[config.mk]
export PLATFORM = sky130hd
export DESIGN_NAME = dram_low_power_entry_exit
export DESIGN_NICKNAME = d
export VERILOG_FILES = /design/src/busy_timer.v /design/src/dram_low_power_entry_exit.v
export VERILOG_INCLUDE_DIRS = /design/src
export SDC_FILE = /design/constraint.sdc
export NUM_CORES = 1
export LEC_CHECK = 0
export ABC_AREA = 1
export BUFFER_PORTS_ARGS = -buffer_cell sky130_fd_sc_hd__buf_2
export CAP_MARGIN = 40
export CORE_MARGIN = 2
export CORE_UTILIZATION = 25
export CTS_BUF_LIST = sky130_fd_sc_hd__clkbuf_4 sky130_fd_sc_hd__clkbuf_8 sky130_fd_sc_hd__clkbuf_16
export CTS_CLUSTER_DIAMETER = 80
export DETAILED_ROUTE_END_ITERATION = 16
export GPL_ROUTABILITY_DRIVEN = 1
export SLEW_MARGIN = 40
export SYNTH_ARGS = -nofsm -noshare
export SYNTH_HDL_FRONTEND = slang
export SYNTH_SLANG_ARGS = --single-unit
[constraint.sdc]
create_clock -name sys_clk_i -period 1.6 [get_ports sys_clk_i]
set_input_delay 0.16 -clock sys_clk_i [delete_from_list [all_inputs] [get_ports sys_clk_i]]
set_output_delay 0.16 -clock sys_clk_i [all_outputs]
set_load 0.1 [all_outputs]
[src/lp_state_map.vh]
// Purpose: Constants for the low-power state control of the DRAM device
// Assumes: 250 MHz system clock, 4 ns period
// Notes: Hold and strobe access counts derive from times in picoseconds; the rest are given in cycles
`ifndef LP_STATE_MAP_VH
`define LP_STATE_MAP_VH

// ----------------------------------------
// Clock and timing
// ----------------------------------------
`define CLK_PERIOD_PS 4000
`define CKE_INPUT_HOLD_TIME_PS 250
`define CKE_INPUT_HOLD_CYC (((`CKE_INPUT_HOLD_TIME_PS + `CLK_PERIOD_PS - 1) / `CLK_PERIOD_PS))
`define MODE_WRITE_CYCLE_CYC 5
`define POWERDOWN_EXIT_LATENCY_CYC 2
`define READ_LATENCY_CYCLES 8
`define STROBE_ACCESS_DELAY_PS 5500
`define STROBE_ACCESS_CYC ((`STROBE_ACCESS_DELAY_PS + `CLK_PERIOD_PS - 1) / `CLK_PERIOD_PS)
`define BURST_LENGTH 4
`define MODE_READ_CKE_CYC (`READ_LATENCY_CYCLES + `STROBE_ACCESS_CYC + `BURST_LENGTH / 2 + 1)
`define BUSY_CNT_W 6
`define OP_HOLD_CYC 4

// ----------------------------------------
// Command decode on CA0..CA3 with CS low
// ----------------------------------------
`define CMD_MODE_WRITE 4'h0
`define CMD_MODE_READ 4'h8
`define CMD_REF 4'h4
`define CMD_ACT_BIT 2'h2
`define CMD_PRE 4'hB

`endif

[src/busy_timer.v]
// Purpose: Down counter marking an operation as still in progress
// Assumes: Load and count on one clock
// Notes: Busy while count is nonzero
`timescale 1ns/10ps
module busy_timer (
  input wire sys_clk_i,
  input wire rst_b_i,
  input wire load_i,
  input wire [5:0] value_i,
  output wire busy_o
);
  reg [5:0] cnt_reg;

  always @(posedge sys_clk_i or negedge rst_b_i) begin
    if (!rst_b_i) begin
      cnt_reg <= 6'h00;
    end else if (load_i) begin
      cnt_reg <= value_i;
    end else if (cnt_reg != 6'h00) begin
      cnt_reg <= cnt_reg - 6'h01;
    end
  end

  assign busy_o = (cnt_reg != 6'h00);
endmodule

[src/dram_low_power_entry_exit.v]
// Purpose: Low-power state control inside the DRAM device
// Assumes: Command pins are synchronised to sys_clk_i
// Notes: Ordinary and deep power-down, no-operation decode, error flags
// Operation
// - Clock-enable low, select low, CA0 CA1 high, CA2 low enters deep power-down.
// - Activate, precharge, refresh still complete after clock-enable drops.
// - Deep power-down entry makes all stored data undefined.
// - In deep power-down only clock-enable is seen; outputs stay disabled. The first deep cycle still checks select and CA0..CA2 for no-operation.
// - After deep power-down exit, full initialization needed before operation.
// - No-operation is select high, or select low with CA0..CA2 high.
// - No-operation never aborts operations in progress.
// - Illegal command or timing needs full reinitialization to recover.
// - Clock-enable low with select high enters power-down; high exits.
`timescale 1ns/10ps
`include "lp_state_map.vh"
module dram_low_power_entry_exit (
  input wire sys_clk_i,
  input wire rst_b_i,
  input wire cke_i,
  input wire cs_b_i,
  input wire [3:0] ca_i,
  input wire init_done_i,
  output reg powerdown_o,
  output reg deep_powerdown_o,
  output reg data_valid_o,
  output reg outputs_en_o,
  output reg op_busy_o,
  output reg need_init_o,
  output reg nop_o,
  output reg error_o
);
  // ----------------------------------------
  // Input synchronisers
  // ----------------------------------------
  reg cke_s1_reg, cke_reg, cs_s1_reg, cs_b_reg;
  reg [3:0] ca_s1_reg, ca_reg;
  reg cke_prev_reg;

  always @(posedge sys_clk_i or negedge rst_b_i) begin
    if (!rst_b_i) begin
      cke_s1_reg <= 1'b0;
      cke_reg <= 1'b0;
      cke_prev_reg <= 1'b0;
      cs_s1_reg <= 1'b1;
      cs_b_reg <= 1'b1;
      ca_s1_reg <= 4'hF;
      ca_reg <= 4'hF;
    end else begin
      cke_s1_reg <= cke_i;
      cke_reg <= cke_s1_reg;
      cke_prev_reg <= cke_reg;
      cs_s1_reg <= cs_b_i;
      cs_b_reg <= cs_s1_reg;
      ca_s1_reg <= ca_i;
      ca_reg <= ca_s1_reg;
    end
  end

  // ----------------------------------------
  // Decode
  // ----------------------------------------
  localparam ST_IDLE = 4'h1;
  localparam ST_PD = 4'h2;
  localparam ST_DEEP = 4'h4;
  localparam ST_INIT = 4'h8;

  reg [3:0] state_reg, state_next;
  reg deep_first_reg;
  wire active_st = (state_reg == ST_IDLE);
  wire sel = active_st && cke_prev_reg && cke_reg && !cs_b_reg;
  wire is_nop = cs_b_reg || (ca_reg[2:0] == 3'h7);
  wire cmd_mode_read = sel && (ca_reg == `CMD_MODE_READ);
  wire cmd_mode_write = sel && (ca_reg == `CMD_MODE_WRITE);
  wire cmd_ref = sel && (ca_reg == `CMD_REF);
  wire cmd_act = sel && (ca_reg[1:0] == `CMD_ACT_BIT);
  wire cmd_pre = sel && (ca_reg == `CMD_PRE);
  wire cke_fall = cke_prev_reg && !cke_reg;
  wire deep_code = !cs_b_reg && (ca_reg[2:0] == 3'h3);
  wire pd_code = cs_b_reg;
  wire nop_steady = (cke_prev_reg == cke_reg) && is_nop;

  // ----------------------------------------
  // Timer spans
  // ----------------------------------------
  // Low at the full mode count is legal, so mode windows end one short
  wire [31:0] mode_read_span = `MODE_READ_CKE_CYC - 1;
  wire [31:0] mode_write_span = `MODE_WRITE_CYCLE_CYC - 1;
  wire [31:0] op_hold_span = `OP_HOLD_CYC;
  wire [31:0] cke_hold_span = `CKE_INPUT_HOLD_CYC;

  // ----------------------------------------
  // Operation timers
  // ----------------------------------------
  wire mr_busy, arr_busy;
  wire mr_load = cmd_mode_read || cmd_mode_write;
  wire [5:0] mr_val = cmd_mode_read ? mode_read_span[5:0] : mode_write_span[5:0];
  busy_timer u_mr_timer (
    .sys_clk_i(sys_clk_i),
    .rst_b_i(rst_b_i),
    .load_i(mr_load),
    .value_i(mr_val),
    .busy_o(mr_busy)
  );

  // Array operations keep running across clock-enable drop
  wire arr_load = cmd_act || cmd_pre || cmd_ref;
  busy_timer u_arr_timer (
    .sys_clk_i(sys_clk_i),
    .rst_b_i(rst_b_i),
    .load_i(arr_load),
    .value_i(op_hold_span[5:0]),
    .busy_o(arr_busy)
  );

  wire hold_busy;
  wire hold_load = cmd_act || cmd_pre;
  busy_timer u_hold_timer (
    .sys_clk_i(sys_clk_i),
    .rst_b_i(rst_b_i),
    .load_i(hold_load),
    .value_i(cke_hold_span[5:0]),
    .busy_o(hold_busy)
  );

  // ----------------------------------------
  // Illegal events
  // ----------------------------------------
  wire early_drop = active_st && cke_fall && (mr_busy || hold_busy);
  wire bad_after_deep = deep_first_reg && !is_nop;
  wire illegal = early_drop || bad_after_deep;

  // ----------------------------------------
  // State machine
  // ----------------------------------------
  always @* begin
    state_next = state_reg;
    case (state_reg)
      ST_IDLE: begin
        if (cke_fall && deep_code) begin
          state_next = ST_DEEP;
        end else if (cke_fall && pd_code) begin
          state_next = ST_PD;
        end
      end
      ST_PD: begin
        if (cke_reg) begin
          state_next = ST_IDLE;
        end
      end
      ST_DEEP: begin
        if (cke_reg) begin
          state_next = ST_INIT;
        end
      end
      ST_INIT: begin
        if (init_done_i) begin
          state_next = ST_IDLE;
        end
      end
      default: begin
        state_next = ST_IDLE;
      end
    endcase
  end

  always @(posedge sys_clk_i or negedge rst_b_i) begin
    if (!rst_b_i) begin
      state_reg <= ST_IDLE;
      deep_first_reg <= 1'b0;
    end else begin
      state_reg <= state_next;
      deep_first_reg <= (state_reg == ST_IDLE) && (state_next == ST_DEEP);
    end
  end

  // ----------------------------------------
  // Output registers
  // ----------------------------------------
  always @(posedge sys_clk_i or negedge rst_b_i) begin
    if (!rst_b_i) begin
      powerdown_o <= 1'b0;
      deep_powerdown_o <= 1'b0;
      data_valid_o <= 1'b1;
      outputs_en_o <= 1'b1;
      op_busy_o <= 1'b0;
      need_init_o <= 1'b0;
      nop_o <= 1'b0;
      error_o <= 1'b0;
    end else begin
      powerdown_o <= (state_next == ST_PD);
      deep_powerdown_o <= (state_next == ST_DEEP);
      outputs_en_o <= (state_next == ST_IDLE);
      op_busy_o <= mr_busy || arr_busy;
      nop_o <= active_st && nop_steady;
      if (state_next == ST_DEEP) begin
        data_valid_o <= 1'b0;
      end else if (state_reg == ST_INIT && init_done_i) begin
        data_valid_o <= 1'b1;
      end
      need_init_o <= (state_next == ST_INIT);
      if (illegal) begin
        error_o <= 1'b1;
      end else if (state_reg == ST_INIT && init_done_i) begin
        error_o <= 1'b0;
      end
    end
  end
endmodule

==> out/summary.md <==
For the initial cell density of the core, the log shows 0.259. The normalized max-slew margin is 0.671. The maximum achievable frequency was 0.714 GHz; the number of storage elements in the synthesis netlist was 44. The final cell utilization of the core is 0.309, and the wire length per cell is 9.42 µm. The biggest area contributor in the post-synthesis netlist is sky130_fd_sc_hd__dfrtp_1.

The multi-input combinational cell area is 767 µm². TritonCTS built the clock tree. The final-report setup violation count was 0.

The final total power is 3.90 mW, and the deepest clock path buffer count is 2. The number of global-route vias before repair was 1410; the number of fill cells was 828. The most frequent cell after synthesis is sky130_fd_sc_hd__nand2_1. The final hold violation count was 0. Setup repair after global routing left no endpoint under its margin. The width of the die works out to 93.6 µm. The number of nets at the end of the flow is 269, and the number of buffers created by CTS is 5.

The number of instances in the placed design was 343. The first routing iteration left 61 violations. The data arrival at the endpoint of the critical path was 1580 ps.

Total global routing overflow: 0. In this run the cell area measured after placement is 2240 µm². The net count after synthesis is 238.

The run gives 1780 ps as the required time of the critical path. The share of synthesized registers carrying an async set or reset is 1.00, and the switching power is 1.57 mW. Summed over all cells, the static leakage comes to 1.25 nW.

Clock tree synthesis found a total of 44 sinks. Cell internal power was estimated by the tool at 2.33 mW. The worst setup path is of the reg -> reg kind. The signed area change from the synthesized netlist to the final layout works out to 19.7%.

The tools report the start point of the worst min-delay path as init_done_i. The run gives 0 as the remaining antenna violation count. In this run the vertical extent of the chip is 93.6 µm.

In this run, synthesis inferred 0 flip-flops with an integrated enable. The clock network latency to the later pin of the worst-skew pair was 290 ps; the post-layout minimum cycle time was 1400 ps. The tree is rooted in a sky130_fd_sc_hd__clkbuf_8.

Number of detailed-routing iterations run before antenna repair: 5. The logs give 0 ps for the total negative setup slack and 0.0859 for the global-route total usage across every layer. The cell area that synthesis handed to floorplanning was 2010 µm².

The fraction of the yosys area taken by sequential cells came out at 0.556. For the clock network fraction of total power, the log shows 0.186. After technology mapping, the gate count stands at 224.

Max-cap violations in this run came to 0. The proportion of layout cells with a drive suffix above 1 was 0.207; the final max-slew violation count was 0. Detailed routing inserted a total of 1473 vias. A synthesized cell averages 8.97 µm².

Summed over all nets, the half-perimeter wirelength after detailed placement is 2540 µm. The congestion estimate from routability-driven global placement came to 0.829. Number of levels in the clock H-tree: 2. IR analysis of the VDD net gives a maximum drop of 652 µV.

The transition at the pin with the smallest max-transition slack is 497 ps. For this run, the number of Yosys warnings is 0. The count of buffers added on input and output ports is 16. The final clock period utilization by the worst path was 0.876. Entering global routing, the biggest net connects 33 pins. After floorplanning, the core was divided into 32 placement rows.

The run gives 17 as the I/O pin count. The clock transition at the register clock pins on the worst setup and hold paths after CTS works out to 80 ps. Once the clock tree was built, the setup fixing pass inserted 0 buffers.

For the design area, the log shows 2400 µm². Of all nets on the critical path, the largest fanout is 6. The min-delay analysis places its worst path in the category in -> reg.

The number of distinct library cells after synthesis was 22; the power density normalized to cell area was 1620 nW/µm². The tools report the number of antenna violations at the first check in global routing as 0. On the final layout, the worst clock skew is 4.29 ps. The switching share of power was 0.403; the aggregate routed wire length was 3370 µm.

The nature of the critical path startpoint is a flop. The die area came out at 8770 µm². 0 antenna diodes ended up in the layout. The most instantiated flip-flop cell in the synthesis netlist was sky130_fd_sc_hd__dfrtp_1.

The core region is 7770 µm². The tools report the startpoint of the most critical setup path as u_hold_timer.cnt_reg[0]. The run finished with clean final reports.

STA classifies the critical path endpoint as a flop. The tools report the flip-flop and latch area as 1120 µm². The relative contribution of combinational cells to total power is 0.387.

The area share of the leading cell type in the synthesized netlist was 0.386. The post-detailed-route via-to-cell ratio is 4.11. The run gives 0 as the remaining design rule violation count. Yosys attributes the largest share of cell area to sky130_fd_sc_hd__dfrtp_1, sky130_fd_sc_hd__dfstp_2, sky130_fd_sc_hd__nand2_1. The power share of the sequential group was 0.427. The tools report the beginning of the worst register-to-register path as u_hold_timer.cnt_reg[0]. The first global-routing pass estimated 6000 µm of wire.

Ranked by instance count, the synthesized netlist is headed by sky130_fd_sc_hd__nand2_1, sky130_fd_sc_hd__inv_1, sky130_fd_sc_hd__dfrtp_1. The finished layout holds 358 standard cells, fillers aside.
## routing by layer
metal	track usage	routed length, µm	vias up
met2	0.140	1520	25
met5	0	0	-
met3	0.0258	119	6
li1	-	-	767
met4	0.0326	58	0
met1	0.108	1680	675
## area by class of cell
type                            instances  area share
Sequential cell                        44       0.465
Clock buffer                            8      0.0406
Timing Repair Buffer                   24      0.0708
Multi-Input combinational cell        147       0.319
Inverter                               33      0.0515
Tap cell                              102      0.0531
## cells by family after synthesis
group | after synthesis | share of synthesized area
AND/OR/NAND/NOR | 128 | 0.310
flip-flops | 44 | 0.556
buffers and inverters | 33 | 0.0617
AO/OA/AOI/OAI | 12 | 0.0324
adder cells (fa/ha/maj) | 5 | 0.0312
XOR/XNOR | 2 | 0.00872
## per-stage QoR
stage	worst slack [ps]	hold slack, ps
5_1_grt	52.8	83.1
6_report	199	83.5
3_5_place_dp	204	73.4
3_3_place_gp	212	73.1
4_1_cts	181	79.2
2_1_floorplan	341	-136
## timing repair
action / CTS / global route
hold endpoints to repair: 15 / 0
resized for setup: 0 / 0
hold buffers: 7 / 0
## path summary, 6_finish.rpt
| kind | end | slack (ps) | depth (start not counted) |
|---|---|---|---|
| max | u_hold_timer.cnt_reg[0] | 200 | 7 |
| min | state_reg[3] | 80 | 2 |
| max reg2reg | u_hold_timer.cnt_reg[0] | 200 | 7 |
| min reg2reg | ca_reg[1] | 360 | 0 |
| max in group asynchronous | ca_reg[2] | 770 | 3 |
| min in group asynchronous | nop_o | 290 | 2 |
## power groups by stage
| stage | clock (mW) | sequential, mW | combinational (mW) |
|---|---|---|---|
| after floorplan | 0 | 1.90 | 0.994 |
| after global placement | 0 | 1.68 | 1.47 |
| after detailed placement | 0 | 1.68 | 1.51 |
| after CTS | 0.754 | 1.66 | 1.53 |
| after global routing | 0.802 | 1.71 | 1.74 |
| final | 0.727 | 1.66 | 1.51 |
## worst max-delay path, stage by stage (launching register included)
cell                      delay (ps)
sky130_fd_sc_hd__dfrtp_1         410
sky130_fd_sc_hd__inv_1            80
sky130_fd_sc_hd__ha_1            250
sky130_fd_sc_hd__nand4_2         240
sky130_fd_sc_hd__inv_1           140
sky130_fd_sc_hd__nand2_1          60
sky130_fd_sc_hd__nand2_1          60
sky130_fd_sc_hd__nand2_1          60
## placed cells by master (no fill, tap or decap), drive strengths merged
master / count
a21oi: 3
o21ai: 5
nand4: 4
dlygate4sd3: 7
dfrtp: 31
nand3: 22
buf: 17
o22ai: 4
clkbuf: 8
or2: 1
dfstp: 13
nor2: 29
inv: 33
xor2: 2
nor3: 3
nand2: 65
ha: 5
nand3b: 4
Note: power is estimated with default switching activity, not from simulation.
